## config.mk

```make
export PLATFORM = sky130hd
export DESIGN_NAME = bsaf_battery_status_alarm_flags
export DESIGN_NICKNAME = d
export VERILOG_FILES = /design/src/rtl/bsaf_pkg.sv /design/src/rtl/bsaf_battery_status_alarm_flags.sv
export VERILOG_INCLUDE_DIRS = /design/src /design/src/rtl
export SDC_FILE = /design/constraint.sdc
export NUM_CORES = 1
export LEC_CHECK = 0
export BUFFER_PORTS_ARGS = -buffer_cell sky130_fd_sc_hd__buf_4
export CAP_MARGIN = 20
export CORE_UTILIZATION = 51
export CTS_CLUSTER_DIAMETER = 60
export DETAILED_ROUTE_END_ITERATION = 10
export GPL_TIMING_DRIVEN = 0
export PLACE_DENSITY = 0.89
export SLEW_MARGIN = 20
export SYNTH_ARGS = -nofsm -noshare
export SYNTH_HDL_FRONTEND = slang
export SYNTH_SLANG_ARGS = --single-unit
```

## constraint.sdc

```tcl
create_clock -name clk -period 4.6 [get_ports clk]
set_input_delay 0.92 -clock clk [delete_from_list [all_inputs] [get_ports clk]]
set_output_delay 0.92 -clock clk [all_outputs]
set_load 0.005 [all_outputs]
```

## src/rtl/bsaf_cfg.svh

```systemverilog
// constants for the battery status alarm flags block
`ifndef BSAF_CFG_SVH
`define BSAF_CFG_SVH
`define BSAF_CFG_DEPTH 128
`define BSAF_ADR_LEN 7'h00
`define BSAF_ADR_CHK 7'h01
`define BSAF_ADR_RTA 7'h02
`define BSAF_ADR_RCA 7'h04
`define BSAF_ADR_STAT 7'h0C
`define BSAF_ADR_CYC 7'h0E
`define BSAF_ADR_ICC 7'h08
`define BSAF_ADR_FCC 7'h1A
`define BSAF_ADR_MCC 7'h1C
`define BSAF_ADR_RSV 7'h1E
`define BSAF_ADR_OVL 7'h2C
`define BSAF_ADR_LOW 7'h2E
`define BSAF_ADR_LAST 7'h2E
`define BSAF_VAL_LEN 8'h64
`define BSAF_VAL_CHK 8'h5B
`define BSAF_INIT_BIT 7
`define BSAF_TEMP_FLOOR 16'h01AE
`define BSAF_TEMP_HYST 16'h0032
`define BSAF_RSOC_FULLDIS 8'h14
`define BSAF_STAT_OCA 15
`define BSAF_STAT_TCA 14
`define BSAF_STAT_OTA 12
`define BSAF_STAT_TDA 11
`define BSAF_STAT_RCA 9
`define BSAF_STAT_RTA 8
`define BSAF_STAT_INIT 7
`define BSAF_STAT_DSG 6
`define BSAF_STAT_FC 5
`define BSAF_STAT_FD 4
`endif

```

## src/rtl/bsaf_pkg.sv

```systemverilog
// types for the battery status alarm flags block
package bsaf_pkg;
  typedef struct packed {
    logic termRate;
    logic termTaper;
    logic overCurrent;
    logic overVoltage;
    logic charging;
    logic discharging;
    logic validCharge;
    logic maxOvercharge;
    logic allDelivered;
  } bsaf_cond_t;
  typedef struct packed {
    logic [15:0] voltage;
    logic [15:0] current;
    logic [15:0] dischargeCurrent;
    logic [15:0] temperature;
    logic [15:0] tempMax;
    logic [15:0] remainingCapacity;
    logic [15:0] timeToEmpty;
    logic [15:0] avgTimeToEmpty;
    logic [15:0] finalDischargeThreshold;
    logic [15:0] firstDischargeThreshold;
    logic [15:0] fullChargeLevel;
    logic [7:0] relativeCharge;
  } bsaf_meas_t;
  typedef struct packed {
    logic [15:0] timeAlarm;
    logic [15:0] capAlarm;
    logic [15:0] initChargeCurrent;
    logic [15:0] fastChargeCurrent;
    logic [15:0] maintCurrent;
    logic [15:0] cycleCount;
    logic [15:0] overloadLevel;
    logic [7:0] lowCapacity;
  } bsaf_param_t;
  typedef enum {LdIdle, LdRead, LdCheck, LdDone} bsaf_ld_t;
endpackage

```

## src/rtl/bsaf_battery_status_alarm_flags.sv

```systemverilog
// battery status alarm and status bits with configuration load
`timescale 1ns/1ps
`include "bsaf_cfg.svh"
// Function
// [RULE_01] overcharged alarm follows rate or taper termination
// [RULE_02] terminate-charge alarm on any charge fault
// [RULE_03] over-temp alarm with hysteresis release
// [RULE_04] terminate-discharge alarm below final threshold
// [RULE_05] capacity alarm below programmed level
// [RULE_06] time alarm below programmed level
// [RULE_07] initialized from config bit, cleared bad load
// [RULE_08] discharging bit while not charging
// [RULE_09] fully-charged on termination, cleared below level
// [RULE_10] fully-discharged until charge reaches twenty percent
// [RULE_11] config holds length and check bytes
// [RULE_12] time and capacity alarm levels from config
// [RULE_13] initial charge current from config
// [RULE_14] fast-charge current from config
// [RULE_15] maintenance current from config
// [RULE_16] cycle counter initialised from config
// [RULE_17] overload disables end-of-discharge monitoring
// [RULE_18] first threshold drops capacity to low level
// [RULE_19] config reserved bytes hold zero
// [RULE_20] final discharge flag with overload gating
// [RULE_21] words assembled low byte first
// [RULE_22] bits refreshed from conditions on each measurement tick
module bsaf_battery_status_alarm_flags #(
  parameter int ADDR_W = 7
) (
  input wire logic clk,
  input wire logic rst,
  input wire logic clkEn,
  input wire logic loadStart,
  input wire logic measTick,
  input wire bsaf_pkg::bsaf_cond_t cond,
  input wire bsaf_pkg::bsaf_meas_t meas,
  input wire logic [7:0] cfgData,
  output logic [ADDR_W-1:0] cfgAddr_ff,
  output logic cfgRead_ff,
  output logic [15:0] statusWord_ff,
  output bsaf_pkg::bsaf_param_t param_ff,
  output logic loadBusy_ff,
  output logic loadBad_ff,
  output logic finalDischargeFlag_ff,
  output logic overloadFlag_ff,
  output logic capacityClampReq_ff,
  output logic [15:0] capacityClampValue_ff
);

  initial begin
    if (ADDR_W < 6 || ADDR_W > 7) begin
      $error("ADDR_W must be 6 or 7");
    end
  end

  bsaf_pkg::bsaf_ld_t ldState_ff;
  logic [7:0] byteLow_ff;
  logic [7:0] statByte_ff;
  logic chkFail_ff;
  logic firstFlag_ff;
  logic otaHeld_ff;
  logic [15:0] nxt_status;
  logic [15:0] otaRelease;
  logic edvEnable;

  // config memory answers one cycle after cfgRead_ff
  always_ff @(posedge clk) begin
    if (rst) begin
      ldState_ff <= bsaf_pkg::LdIdle;
      cfgAddr_ff <= '0;
      cfgRead_ff <= 1'b0;
      loadBusy_ff <= 1'b0;
    end else if (clkEn) begin
      case (ldState_ff)
        bsaf_pkg::LdIdle: begin
          if (loadStart) begin
            ldState_ff <= bsaf_pkg::LdRead;
            cfgAddr_ff <= '0;
            cfgRead_ff <= 1'b1;
            loadBusy_ff <= 1'b1;
          end
        end
        bsaf_pkg::LdRead: begin
          cfgRead_ff <= 1'b0;
          ldState_ff <= bsaf_pkg::LdCheck;
        end
        bsaf_pkg::LdCheck: begin
          if (cfgAddr_ff == ADDR_W'(`BSAF_ADR_LAST)) begin
            ldState_ff <= bsaf_pkg::LdDone;
          end else begin
            cfgAddr_ff <= cfgAddr_ff + ADDR_W'(1);
            cfgRead_ff <= 1'b1;
            ldState_ff <= bsaf_pkg::LdRead;
          end
        end
        bsaf_pkg::LdDone: begin
          loadBusy_ff <= 1'b0;
          ldState_ff <= bsaf_pkg::LdIdle;
        end
        default: ldState_ff <= bsaf_pkg::LdIdle;
      endcase
    end
  end

  // bytes captured in LdCheck, when cfgData is valid for cfgAddr_ff
  always_ff @(posedge clk) begin
    if (rst) begin
      byteLow_ff <= 8'h00;
      statByte_ff <= 8'h00;
      chkFail_ff <= 1'b0;
      param_ff <= '0;
    end else if (clkEn) begin
      if (ldState_ff == bsaf_pkg::LdIdle && loadStart) begin
        chkFail_ff <= 1'b0;
      end else if (ldState_ff == bsaf_pkg::LdCheck) begin
        byteLow_ff <= cfgData;
        case (7'(cfgAddr_ff))
          `BSAF_ADR_LEN: if (cfgData != `BSAF_VAL_LEN) chkFail_ff <= 1'b1; // [RULE_11]
          `BSAF_ADR_CHK: if (cfgData != `BSAF_VAL_CHK) chkFail_ff <= 1'b1; // [RULE_11]
          `BSAF_ADR_RSV, `BSAF_ADR_RSV + 7'h01: if (cfgData != 8'h00) chkFail_ff <= 1'b1; // [RULE_19]
          `BSAF_ADR_STAT: statByte_ff <= cfgData; // [RULE_07]
          `BSAF_ADR_RTA + 7'h01: param_ff.timeAlarm <= {cfgData, byteLow_ff}; // [RULE_12] [RULE_21]
          `BSAF_ADR_RCA + 7'h01: param_ff.capAlarm <= {cfgData, byteLow_ff}; // [RULE_12] [RULE_21]
          `BSAF_ADR_ICC + 7'h01: param_ff.initChargeCurrent <= {cfgData, byteLow_ff}; // [RULE_13]
          `BSAF_ADR_FCC + 7'h01: param_ff.fastChargeCurrent <= {cfgData, byteLow_ff}; // [RULE_14]
          `BSAF_ADR_MCC + 7'h01: param_ff.maintCurrent <= {cfgData, byteLow_ff}; // [RULE_15]
          `BSAF_ADR_CYC + 7'h01: param_ff.cycleCount <= {cfgData, byteLow_ff}; // [RULE_16]
          `BSAF_ADR_OVL + 7'h01: param_ff.overloadLevel <= {cfgData, byteLow_ff}; // [RULE_17]
          `BSAF_ADR_LOW: param_ff.lowCapacity <= cfgData; // [RULE_18]
          default: ;
        endcase
      end
    end
  end

  always_ff @(posedge clk) begin
    if (rst) begin
      loadBad_ff <= 1'b0;
    end else if (clkEn && ldState_ff == bsaf_pkg::LdDone) begin
      loadBad_ff <= chkFail_ff;
    end
  end

  // overload and end-of-discharge flags
  assign edvEnable = !(meas.dischargeCurrent > param_ff.overloadLevel); // [RULE_17]
  always_ff @(posedge clk) begin
    if (rst) begin
      overloadFlag_ff <= 1'b0;
      finalDischargeFlag_ff <= 1'b0;
      firstFlag_ff <= 1'b0;
    end else if (clkEn && measTick) begin
      overloadFlag_ff <= !edvEnable; // [RULE_17]
      if (edvEnable && meas.voltage < meas.finalDischargeThreshold) begin
        finalDischargeFlag_ff <= 1'b1; // [RULE_20]
      end else if (cond.validCharge && meas.voltage > meas.finalDischargeThreshold) begin
        finalDischargeFlag_ff <= 1'b0; // [RULE_20]
      end
      if (edvEnable && meas.voltage < meas.firstDischargeThreshold) begin
        firstFlag_ff <= 1'b1;
      end else if (cond.validCharge && meas.voltage > meas.firstDischargeThreshold) begin
        firstFlag_ff <= 1'b0;
      end
    end
  end

  // one-cycle request on the rising edge of the first threshold flag
  always_ff @(posedge clk) begin
    if (rst) begin
      capacityClampReq_ff <= 1'b0;
      capacityClampValue_ff <= 16'h0000;
    end else if (clkEn) begin
      capacityClampReq_ff <= measTick && edvEnable && !firstFlag_ff &&
                             meas.voltage < meas.firstDischargeThreshold; // [RULE_18]
      capacityClampValue_ff <= {8'h00, param_ff.lowCapacity}; // [RULE_18]
    end
  end

  // release point is the higher of the floor and max minus hysteresis
  assign otaRelease = (meas.tempMax - `BSAF_TEMP_HYST > `BSAF_TEMP_FLOOR) ?
                      meas.tempMax - `BSAF_TEMP_HYST : `BSAF_TEMP_FLOOR;

  always_comb begin
    nxt_status = statusWord_ff;
    nxt_status[`BSAF_STAT_OCA] = !cond.discharging && (cond.termRate || cond.termTaper); // [RULE_01]
    nxt_status[`BSAF_STAT_TCA] = cond.charging && (cond.overCurrent || cond.overVoltage || // [RULE_02]
                                 otaHeld_ff || cond.termRate || cond.termTaper);
    nxt_status[`BSAF_STAT_OTA] = otaHeld_ff; // [RULE_03]
    nxt_status[`BSAF_STAT_TDA] = finalDischargeFlag_ff && meas.voltage < meas.finalDischargeThreshold; // [RULE_04]
    nxt_status[`BSAF_STAT_RCA] = meas.remainingCapacity < param_ff.capAlarm; // [RULE_05]
    nxt_status[`BSAF_STAT_RTA] = !cond.validCharge && meas.timeToEmpty < param_ff.timeAlarm && // [RULE_06]
                                 !(param_ff.timeAlarm < meas.avgTimeToEmpty);
    nxt_status[`BSAF_STAT_DSG] = !cond.charging; // [RULE_08]
    if (cond.termRate || cond.termTaper || cond.maxOvercharge) begin
      nxt_status[`BSAF_STAT_FC] = 1'b1; // [RULE_09]
    end else if (meas.remainingCapacity < meas.fullChargeLevel) begin
      nxt_status[`BSAF_STAT_FC] = 1'b0; // [RULE_09]
    end
    if (cond.allDelivered) begin
      nxt_status[`BSAF_STAT_FD] = 1'b1; // [RULE_10]
    end else if (meas.relativeCharge >= `BSAF_RSOC_FULLDIS) begin
      nxt_status[`BSAF_STAT_FD] = 1'b0; // [RULE_10]
    end
  end

  always_ff @(posedge clk) begin
    if (rst) begin
      otaHeld_ff <= 1'b0;
    end else if (clkEn && measTick) begin
      if (meas.temperature > meas.tempMax) begin
        otaHeld_ff <= 1'b1; // [RULE_03]
      end else if (meas.temperature <= otaRelease) begin
        otaHeld_ff <= 1'b0; // [RULE_03]
      end
    end
  end

  // initialized bit: load sets it from the config byte, bad load clears
  always_ff @(posedge clk) begin
    if (rst) begin
      statusWord_ff <= 16'h0000;
    end else if (clkEn) begin
      if (ldState_ff == bsaf_pkg::LdDone) begin
        statusWord_ff[`BSAF_STAT_INIT] <= statByte_ff[`BSAF_INIT_BIT] && !chkFail_ff; // [RULE_07]
      end
      if (measTick) begin
        statusWord_ff[15:8] <= nxt_status[15:8]; // [RULE_22]
        statusWord_ff[6:0] <= nxt_status[6:0]; // [RULE_22]
      end
    end
  end

endmodule

```

==> out/metrics.csv, run 1 <==
metric,value,unit
status,"complete, no violations",
placed instance count,1842,
number of distinct library cells after synthesis,63,
total number of vias,10300,
smallest setup slack after layout,0.540,ns
die extent in x,143,microns
number of global-route vias before repair,9759,
overflow left after global routing,0,
path depth of the worst reg2reg path,8,
antenna violations before repair,0,
DR DRC count,0,
Critical Path Sink Type,register,
multiplexer share of the synthesized area,9.66,%
Total Neg Setup Slack,0,ns
hold path endpoint,param_ff[49]$_SDFFE_PP0P_,
Vias per Instance,5.50,
startpoint-to-endpoint class of the critical path,input port to register,
number of enable-type register cells in the synthesized netlist,0,
mean area per synthesized cell,8.26,sq um
main area contributors after synthesis,"sky130_fd_sc_hd__dfxtp_1, sky130_fd_sc_hd__ha_1, sky130_fd_sc_hd__mux2i_1",
"most common cell after layout, fill and taps aside",sky130_fd_sc_hd__buf_4,
maximum fanout along the worst path,7,
share of synthesized registers carrying an async set or reset,0,%
clock tree from TritonCTS,yes,
placement row count,51,
Leak Pwr,6.77,nW
maximum capacitance violations,0,
netlist area before placement,10200,sq um
CTS Root Cell,sky130_fd_sc_hd__clkbuf_16,
number of buffers inserted during clock tree synthesis,17,
parity-gate share of the synthesized area counting xor and xnor cells,1.55,%
standard cell core area,19500,sq um
Synth area leader,sky130_fd_sc_hd__dfxtp_1,
GRT Util Overall,32.7,%
die area,20500,sq um
final count of pins violating max slew,0,
hold bufs inserted after CTS,0,
Post-DP HPWL,27.0,mm
setup slack after placement,0.138,ns
Synth Area in Compound Gates,12.4,%
critical path arrival,4.38,ns
"commonest non-fill, non-tap cells in the layout","sky130_fd_sc_hd__buf_4, sky130_fd_sc_hd__dfxtp_1, sky130_fd_sc_hd__ha_1",
type of the tightest min-delay check,register to register,
hold path depth,2,
clock-pin slew on the worst setup and hold paths,0.07,ns
layout net count,1947,
Ports,371,
count of nets left with antenna violations after detail routing,0,
clk_skew,0.0152,ns
Slew @ Worst Pin,1.08,ns
area used by multi-input combinational logic,6060,sq um
H-Tree Depth,4,
antenna cells,0,
routability-driven placement congestion ratio,0.960,
synthesized-area fraction occupied by and/or/nand/nor cells,17.7,%
endpoint of the most critical register-to-register path,capacityClampReq_ff$_SDFFE_PP0P_,
Finish-stage setup viols,0,
worst path required time,4.92,ns
wire length per cell after detailed routing,18.4,microns
shortest clock period the worst path allows after layout,4.06,ns
pin count of the biggest net entering global routing,17,
ratio of final minimum period to clock period,88.3,%
crit start category,input port,
max-slew headroom at the worst pin,26.8,%
total of cells resized after clock tree synthesis,0,
final standard cell count with taps included and fillers excluded,1872,
count of fill cells added during filler insertion,1560,
count of synthesis-stage warnings from yosys,0,
startpoint of the worst hold path,param_ff[49]$_SDFFE_PP0P_,
IO buf count,335,
maximum VDD drop,0.000317,V
top-area cell type share of the netlist area,32.5,%
First DRT Iteration DRCs,561,
top_reg_cell synth,sky130_fd_sc_hd__dfxtp_1,
first-pass GRT wire length,50.7,mm
sequential area share after synthesis,32.5,%
power per cell area,249,nW/um^2
sequential standard cell area,3300,sq um
fraction of final layout cells with drive strength greater than 1,25.1,%
worst reg2reg path startpoint,param_ff[22]$_SDFFE_PP0P_,
initial standard-cell utilization of the core,52.2,%
register bit total from synthesis,165,
dominant combinational cell family by area after synthesis,adder cells,
peak clock frequency supported by timing,246,MHz
buffers inserted by post-CTS timing repair,0,
slack of the worst reg-to-reg path,1.90,ns
maximum buffer depth of the clock tree,2,
final hold vios,0,
TritonCTS sink count,165,
unrepaired setup endpoints after global routing,no,
area growth from synthesis to layout,34.2,%
"post-synthesis share of cell area spent on full adders, half adders and majority gates",17.9,%
total iterations of the first detailed-routing run,5,
cell count after synthesis,1229,
Clock Latency Late Sink,0.43,ns
height of the chip,143,microns
total wire length,34.4,mm
[final cells by class]
type                            instances  share of cell area (%)
Inverter                              131                    3.61
Multi-Input combinational cell        872                    44.5
Clock inverter                         10                   0.928
Buffer                                 74                    2.56
Sequential cell                       165                    24.2
Timing Repair Buffer                  335                    18.5
Tap cell                              265                    2.43
Clock buffer                           20                    3.28
[worst max-delay path, stage by stage]
cell	delay, ns
sky130_fd_sc_hd__buf_4	0.13
sky130_fd_sc_hd__inv_1	0.08
sky130_fd_sc_hd__ha_1	0.21
sky130_fd_sc_hd__nand2b_1	0.19
sky130_fd_sc_hd__a211oi_1	0.65
sky130_fd_sc_hd__xnor2_1	0.19
sky130_fd_sc_hd__nand2_1	0.09
sky130_fd_sc_hd__a211o_1	0.35
sky130_fd_sc_hd__and2_1	0.18
sky130_fd_sc_hd__ha_1	0.28
sky130_fd_sc_hd__a21o_1	0.18
sky130_fd_sc_hd__nand3_1	0.07
sky130_fd_sc_hd__a21oi_1	0.06
sky130_fd_sc_hd__a2111oi_0	0.48
sky130_fd_sc_hd__o21ai_0	0.17
sky130_fd_sc_hd__o2bb2ai_1	0.14
[metal layers]
layer  track usage [%]  wire [microns]
met1              37.6           13400
met2              57.7           16700
met3              6.51            2820
met4              16.1            1470
met5                 0               0
[report_power, final]
part | switching (mW) | leakage [nW] | internal, mW | total, mW
clock network | 0.601 | 0.269 | 0.814 | 1.41
logic | 0.277 | 5.17 | 0.251 | 0.528
registers | 0.00715 | 1.33 | 1.44 | 1.45
[worst max-delay path by stage]
| stage | startpoint | end | slack (ns) | cells past startpoint |
|---|---|---|---|---|
| final | meas[105] | otaHeld_ff$_SDFFE_PP0P_ | 0.54 | 16 |
| after global placement | meas[105] | otaHeld_ff$_SDFFE_PP0P_ | 0.12 | 16 |
| after CTS | meas[105] | otaHeld_ff$_SDFFE_PP0P_ | 0.57 | 16 |
| after global routing | meas[105] | otaHeld_ff$_SDFFE_PP0P_ | 0.25 | 16 |
| after floorplan | meas[105] | otaHeld_ff$_SDFFE_PP0P_ | 0.84 | 15 |
| after detailed placement | meas[105] | otaHeld_ff$_SDFFE_PP0P_ | 0.14 | 16 |
[sequential cells by signal, indices dropped and copies added (netlist names), 2 cells and up]
name and flops:
cfgAddr_ff 7, param_ff 120, capacityClampValue_ff 8, statusWord_ff 10
byteLow_ff 8, ldState_ff 2
[kinds of logic (layout without fill, tap and decap cells)]
logic type / after synthesis / after routing
adder cells (fa/ha/maj): 145 / 145
AND/OR/NAND/NOR: 392 / 392
buffers and inverters: 205 / 570
flip-flops: 165 / 165
other: 1 / 14
multiplexers: 98 / 98
AO/OA/AOI/OAI: 205 / 205
XOR/XNOR: 18 / 18
[cell usage after synthesis (all sizes together) (2+ instances only)]
cell type  instances
a2111oi            2
a211o              5
a211oi            12
a21o              20
a21oi             99
a22oi              2
a311oi             4
a31oi              4
and2               8
and3               4
buf               28
clkbuf            46
dfxtp            165
ha               145
inv              131
mux2i             98
nand2            122
nand2b             8
nand3             25
nand4             28
nand4b             4
nor2             144
nor2b              7
nor3              11
nor3b              5
nor4               6
nor4b              3
o2111ai            2
o211a              2
o211ai             6
o21a               2
o21ai             27
o22ai              3
o31ai              2
o41ai              3
or2                6
or3                3
or4                4
xnor2             13
xor2               5
[metrics by stage]
step                      total power [mW]  util, %  cell area (sq um)  hold WS (ns)
after floorplan                       1.74        -              10200         0.426
after global placement                1.98     67.0              13000         0.437
after detailed placement              2.00     67.0              13000         0.445
after CTS                             3.37     70.0              13600         0.458
after global routing                  3.50     70.0              13600         0.473
final                                 3.39     70.0              13600         0.458
Note: power is estimated with default switching activity, not from simulation.
==> run 2: changes to the inputs <==
--- a/config.mk
+++ b/config.mk
@@ -6,7 +6,8 @@
 export SDC_FILE = /design/constraint.sdc
 export NUM_CORES = 1
 export LEC_CHECK = 0
-export BUFFER_PORTS_ARGS = -buffer_cell sky130_fd_sc_hd__buf_4
+export ABC_CLOCK_PERIOD_IN_PS = 4600
+export BUFFER_PORTS_ARGS = -buffer_cell sky130_fd_sc_hd__buf_2
 export CAP_MARGIN = 20
 export CORE_UTILIZATION = 51
 export CTS_CLUSTER_DIAMETER = 60
==> out/metrics.csv, run 2 (synthesis gave the netlist of run 1 again) <==
metric,value,unit,change
slack of the worst reg-to-reg path,2.00,ns,+0.10 ns
max-slew headroom at the worst pin,30.7,%,+3.8 points
hold path depth,2,,unchanged
DR DRC count,0,,unchanged
"most common cell after layout, fill and taps aside",sky130_fd_sc_hd__buf_2,,
most prevalent standard cell on the critical path,sky130_fd_sc_hd__ha_1,,
total of cells resized after clock tree synthesis,0,,unchanged
Total Neg Setup Slack,0,ns,unchanged
Regs by FF count,"param_ff x120, statusWord_ff x10",,
Post-DP HPWL,25.8,mm,-4.3%
endpoint of the most critical register-to-register path,capacityClampReq_ff$_SDFFE_PP0P_,,
total number of vias,10200,,-0.59%
CP max-delay cell,sky130_fd_sc_hd__a211oi_1,,
die extent in x,143,microns,unchanged
first-pass GRT wire length,49.1,mm,-3.2%
peak clock frequency supported by timing,248,MHz,+0.74%
count of fill cells added during filler insertion,1562,,+0.13%
placement row count,51,,unchanged
CTS Root Cell,sky130_fd_sc_hd__clkbuf_16,,
maximum fanout along the worst path,7,,unchanged
clk_skew,0.00848,ns,-0.00667 ns
Critical Path Sink Type,register,,
number of flip-flops in the largest register,120,,unchanged
Leak Pwr,6.67,nW,-1.5%
number of global-route vias before repair,9546,,-2.2%
maximum capacitance violations,0,,unchanged
First DRT Iteration DRCs,550,,-2.0%
shortest clock period the worst path allows after layout,4.03,ns,-0.0297 ns
fin area,12800,sq um,-5.7%
Finish-stage setup viols,0,,unchanged
standard cell core area,19500,sq um,unchanged
height of the chip,143,microns,unchanged
hold bufs inserted after CTS,0,,unchanged
maximum buffer depth of the clock tree,2,,unchanged
pin count of the biggest net entering global routing,17,,unchanged
worst path required time,4.92,ns,about the same
delay of the slowest cell on the worst path,0.69,ns,+0.04 ns
area growth from synthesis to layout,26.4,%,
Vias per Instance,5.46,,-0.70%
final hold vios,0,,unchanged
clock tree from TritonCTS,yes,,
H-Tree Depth,4,,unchanged
Ports,371,,unchanged
sequence of cells on the critical path,buf_2 > inv_1 > ha_1 > nand2b_1 > a211oi_1 > xnor2_1 > nand2_1 > a211o_1 > and2_1 > ha_1 > a21o_1 > nand3_1 > a21oi_1 > a2111oi_0 > o21ai_0 > o2bb2ai_1,,
Clock Latency Late Sink,0.43,ns,about the same
crit start category,input port,,
GRT Util Overall,31.7,%,-0.98 points
wire length per cell after detailed routing,17.9,microns,-2.7%
hold path endpoint,statusWord_ff[11]$_SDFFE_PP0P_,,
initial standard-cell utilization of the core,52.2,%,unchanged
worst reg2reg path startpoint,param_ff[22]$_SDFFE_PP0P_,,
die area,20500,sq um,unchanged
antenna violations before repair,0,,unchanged
TritonCTS sink count,165,,unchanged
number of buffers inserted during clock tree synthesis,17,,unchanged
final count of pins violating max slew,0,,unchanged
layout net count,1947,,unchanged
IO buf count,335,,unchanged
count of nets left with antenna violations after detail routing,0,,unchanged
routability-driven placement congestion ratio,0.931,,-3.1%
clock-pin slew on the worst setup and hold paths,0.07,ns,about the same
placement-stage cell area,12200,sq um,-6.4%
ratio of final minimum period to clock period,87.6,%,-0.65 points
overflow left after global routing,0,,unchanged
unrepaired setup endpoints after global routing,no,,
fraction of final layout cells with drive strength greater than 1,25.2,%,+0.16 points
buffers inserted by post-CTS timing repair,0,,unchanged
"commonest non-fill, non-tap cells in the layout","sky130_fd_sc_hd__buf_2, sky130_fd_sc_hd__dfxtp_1, sky130_fd_sc_hd__ha_1",,
antenna cells,0,,unchanged
critical path arrival,4.35,ns,-0.03 ns
type of the tightest min-delay check,register to register,,
startpoint of the worst hold path,statusWord_ff[11]$_SDFFE_PP0P_,,
worst hold-check slack,0.448,ns,-0.0103 ns
status,"complete, no violations",,
total iterations of the first detailed-routing run,5,,unchanged
path depth of the worst reg2reg path,8,,unchanged
total wire length,33.5,mm,-2.6%
Slew @ Worst Pin,1.03,ns,-0.0566 ns
maximum VDD drop,0.000282,V,-11%
power per cell area,269,nW/um^2,+8.0%
largest register by flop count,param_ff,,
startpoint-to-endpoint class of the critical path,input port to register,,
## run 2: cell types whose count changed in the layout (fill, tap and decap cells not counted), moves of 3 or more
| cell | delta |
|---|---|
| sky130_fd_sc_hd__buf_2 | +335 |
| sky130_fd_sc_hd__buf_4 | -335 |
| sky130_fd_sc_hd__clkinvlp_4 | -3 |
| sky130_fd_sc_hd__inv_6 | +3 |
| sky130_fd_sc_hd__inv_8 | +3 |
## run 2: final cells by class
| class | count | area (sq um) | area share (%) |
|---|---|---|---|
| tap | 265 | 332 | 2.58 |
| timing repair buffer | 335 | 1680 | 13.1 |
| clock inverter | 13 | 185 | 1.44 |
| multi-input combinational | 872 | 6060 | 47.2 |
| buffer | 74 | 349 | 2.72 |
| inverter | 131 | 492 | 3.83 |
| clock buffer | 19 | 443 | 3.45 |
| sequential | 165 | 3300 | 25.7 |
## run 2: power breakdown
part	switching, mW	total, mW	internal [mW]
registers	0.00651	1.44	1.44
logic	0.277	0.481	0.204
clock network	0.633	1.52	0.891
total	0.916	3.45	2.53
## run 2: critical path: cells and delay by family
kind,cells,cell delay (ns)
AO/OA/AOI/OAI,7,2.02
XOR/XNOR,1,0.19
adder cells (fa/ha/maj),2,0.49
buffers and inverters,2,0.22
AND/OR/NAND/NOR,4,0.50
## run 2: worst max path at each step
stage,from,end,slack (ns),depth (start not counted)
2_1_floorplan,meas[105],otaHeld_ff$_SDFFE_PP0P_,0.84,15
3_3_place_gp,meas[105],otaHeld_ff$_SDFFE_PP0P_,0.17,16
3_5_place_dp,meas[105],otaHeld_ff$_SDFFE_PP0P_,0.16,16
4_1_cts,meas[105],otaHeld_ff$_SDFFE_PP0P_,0.60,16
5_1_grt,meas[105],otaHeld_ff$_SDFFE_PP0P_,0.34,16
6_report,meas[105],otaHeld_ff$_SDFFE_PP0P_,0.57,16
## run 2: per-layer routing
metal	vias up	share of wire, %	track usage [%]	wire (microns)
li1	4913	-	-	-
met5	-	0	0	0
met1	4694	39	36.5	13000
met3	125	8.2	7.14	2740
met4	0	5.4	16.7	1820
met2	507	48	54.8	16000
## run 2: stage by stage
step	setup slack [ns]	instances	total power [mW]	utilization, %
6_report	0.569	1874	3.45	66.0
5_1_grt	0.337	1874	3.58	66.0
4_1_cts	0.597	1874	3.44	66.0
3_5_place_dp	0.162	1842	1.95	62.7
3_3_place_gp	0.168	1842	1.93	62.7
2_1_floorplan	0.837	1242	1.74	-
==> run 3: changes to the inputs <==
--- a/config.mk
+++ b/config.mk
@@ -13,7 +13,7 @@
 export CTS_CLUSTER_DIAMETER = 60
 export DETAILED_ROUTE_END_ITERATION = 10
 export GPL_TIMING_DRIVEN = 0
-export PLACE_DENSITY = 0.89
+export PLACE_DENSITY = 0.84
 export SLEW_MARGIN = 20
 export SYNTH_ARGS = -nofsm -noshare
 export SYNTH_HDL_FRONTEND = slang
==> out/metrics.csv, run 3 (synthesis gave the netlist of run 1 again) <==
metric,value,unit,change
final hold vios,0,,unchanged
initial standard-cell utilization of the core,52.2,%,unchanged
fin area,12800,sq um,-0.14%
Clock Latency Late Sink,0.43,ns,about the same
total of cells resized after clock tree synthesis,0,,unchanged
sequence of cells on the critical path,buf_2 > inv_1 > ha_1 > nand2b_1 > a211oi_1 > xnor2_1 > nand2_1 > a211o_1 > and2_1 > ha_1 > a21o_1 > nand3_1 > a21oi_1 > a2111oi_0 > o21ai_0 > o2bb2ai_1,,
crit start category,input port,,
"most common cell after layout, fill and taps aside",sky130_fd_sc_hd__buf_2,,
Vias per Instance,5.37,,-1.6%
largest register by flop count,param_ff,,
overflow left after global routing,0,,unchanged
die area,20500,sq um,unchanged
CTS Root Cell,sky130_fd_sc_hd__clkbuf_16,,
maximum VDD drop,0.000240,V,-15%
hold bufs inserted after CTS,0,,unchanged
antenna violations before repair,2,,+2
die extent in x,143,microns,unchanged
maximum buffer depth of the clock tree,2,,unchanged
clock tree from TritonCTS,yes,,
Clk pwr share,43.3,%,-0.9 points
Finish-stage setup viols,0,,unchanged
buffers inserted by post-CTS timing repair,0,,unchanged
clock-pin slew on the worst setup and hold paths,0.07,ns,about the same
status,"complete, no violations",,
"commonest non-fill, non-tap cells in the layout","sky130_fd_sc_hd__buf_2, sky130_fd_sc_hd__dfxtp_1, sky130_fd_sc_hd__ha_1",,
power per cell area,264,nW/um^2,-1.8%
IO buf count,335,,unchanged
Total Neg Setup Slack,0,ns,unchanged
standard cell core area,19500,sq um,unchanged
worst path required time,4.92,ns,about the same
maximum capacitance violations,0,,unchanged
number of buffers inserted during clock tree synthesis,17,,unchanged
most prevalent standard cell on the critical path,sky130_fd_sc_hd__ha_1,,
Net Switching,0.914,mW,-0.17%
TritonCTS sink count,165,,unchanged
area growth from synthesis to layout,26.3,%,
DR DRC count,0,,unchanged
routability-driven placement congestion ratio,0.965,,+3.6%
delay of the slowest cell on the worst path,0.64,ns,-0.05 ns
CP max-delay cell,sky130_fd_sc_hd__a211oi_1,,
type of the tightest min-delay check,register to register,,
Ports,371,,unchanged
clk_skew,0.0108,ns,+0.00231 ns
peak clock frequency supported by timing,241,MHz,-2.8%
Leak Pwr,6.65,nW,-0.20%
Int Power,2.47,mW,-2.5%
pin count of the biggest net entering global routing,18,,+1
total iterations of the first detailed-routing run,5,,unchanged
height of the chip,143,microns,unchanged
wire length per cell after detailed routing,17.6,microns,-1.6%
cell family contributing the most delay on the critical path,compound AO/OA/AOI/OAI gates,,
number of flip-flops in the largest register,120,,unchanged
first-pass GRT wire length,48.1,mm,-2.2%
shortest clock period the worst path allows after layout,4.15,ns,+0.117 ns
Post-DP HPWL,25.9,mm,+0.25%
number of global-route vias before repair,9356,,-2.0%
total wire length,33.0,mm,-1.5%
startpoint-to-endpoint class of the critical path,input port to register,,
GRT Util Overall,31.1,%,-0.63 points
critical path arrival,4.46,ns,+0.11 ns
combinational share of power,14.0,%,about the same
total number of vias,10100,,-1.5%
Regs by FF count,"param_ff x120, statusWord_ff x10",,
switching fraction of total power,27.0,%,+0.47 points
placement row count,51,,unchanged
First DRT Iteration DRCs,654,,+19%
maximum fanout along the worst path,7,,unchanged
Slew @ Worst Pin,1.03,ns,+0.00121 ns
Bufs and invs on worst path,2,,unchanged
count of nets left with antenna violations after detail routing,0,,unchanged
layout net count,1947,,unchanged
ratio of final minimum period to clock period,90.2,%,+2.5 points
H-Tree Depth,4,,unchanged
fraction of final layout cells with drive strength greater than 1,25.2,%,unchanged
max-slew headroom at the worst pin,30.6,%,-0.082 points
unrepaired setup endpoints after global routing,no,,
worst hold-check slack,0.450,ns,+0.00240 ns
placement-stage cell area,12200,sq um,unchanged
final count of pins violating max slew,0,,unchanged
part of the total power dissipated in sequential elements,42.7,%,+0.8 points
Critical Path Sink Type,register,,
[run 3: changes by cell type in the layout (fill, tap and decap cells not counted), sizes merged]
cell | previous run | this run
diode | 0 | 2
inv | 139 | 141
bufinv | 3 | 2
clkbuf | 65 | 64
clkinv | 2 | 1
clkinvlp | 0 | 1
[run 3: power by group through the flow]
stage / logic [mW] / registers, mW / clock network (mW)
finish: 0.475 / 1.44 / 1.46
detailed placement: 0.468 / 1.48 / 0
CTS: 0.471 / 1.44 / 1.48
global route: 0.530 / 1.44 / 1.55
floorplan: 0.269 / 1.48 / 0
global placement: 0.452 / 1.48 / 0
[run 3: layout make-up]
cell class                 instances  area (sq um)
multi-input combinational        872          6060
fill                            1613          6640
sequential                       165          3300
antenna                            2          5.00
clock buffer                      18           429
buffer                            74           349
tap                              265           332
inverter                         131           492
clock inverter                    14           176
timing repair buffer             335          1680
[run 3: path summary, 6_finish.rpt]
path / from / end / slack (ns) / cells after the start
worst max-delay path: meas[105] / otaHeld_ff$_SDFFE_PP0P_ / 0.45 / 16
worst min-delay path: param_ff[63]$_SDFFE_PP0P_ / param_ff[63]$_SDFFE_PP0P_ / 0.45 / 2
worst max register to register: param_ff[22]$_SDFFE_PP0P_ / capacityClampReq_ff$_SDFFE_PP0P_ / 1.96 / 8
worst min register to register: param_ff[63]$_SDFFE_PP0P_ / param_ff[63]$_SDFFE_PP0P_ / 0.45 / 2
[run 3: tightest hold or removal path: cells and delay by family (launching register included)]
family,cells,cell delay [ns]
flops,1,0.31
simple gates,1,0.05
compound gates,1,0.05
[run 3: per-stage QoR]
stage	std cells	power (mW)	utilization (%)	setup slack, ns
4_1_cts	1874	3.40	65.9	0.506
2_1_floorplan	1242	1.74	-	0.837
3_3_place_gp	1842	1.93	62.7	0.0972
5_1_grt	1876	3.52	65.9	0.302
6_report	1876	3.38	65.9	0.453
3_5_place_dp	1842	1.94	62.7	0.0566
[run 3: routing by layer]
metal	GRT usage (%)	routed length, microns
met3	7.04	2730
met4	16.2	1510
met5	0	0
met2	55.5	16100
met1	34.4	12600
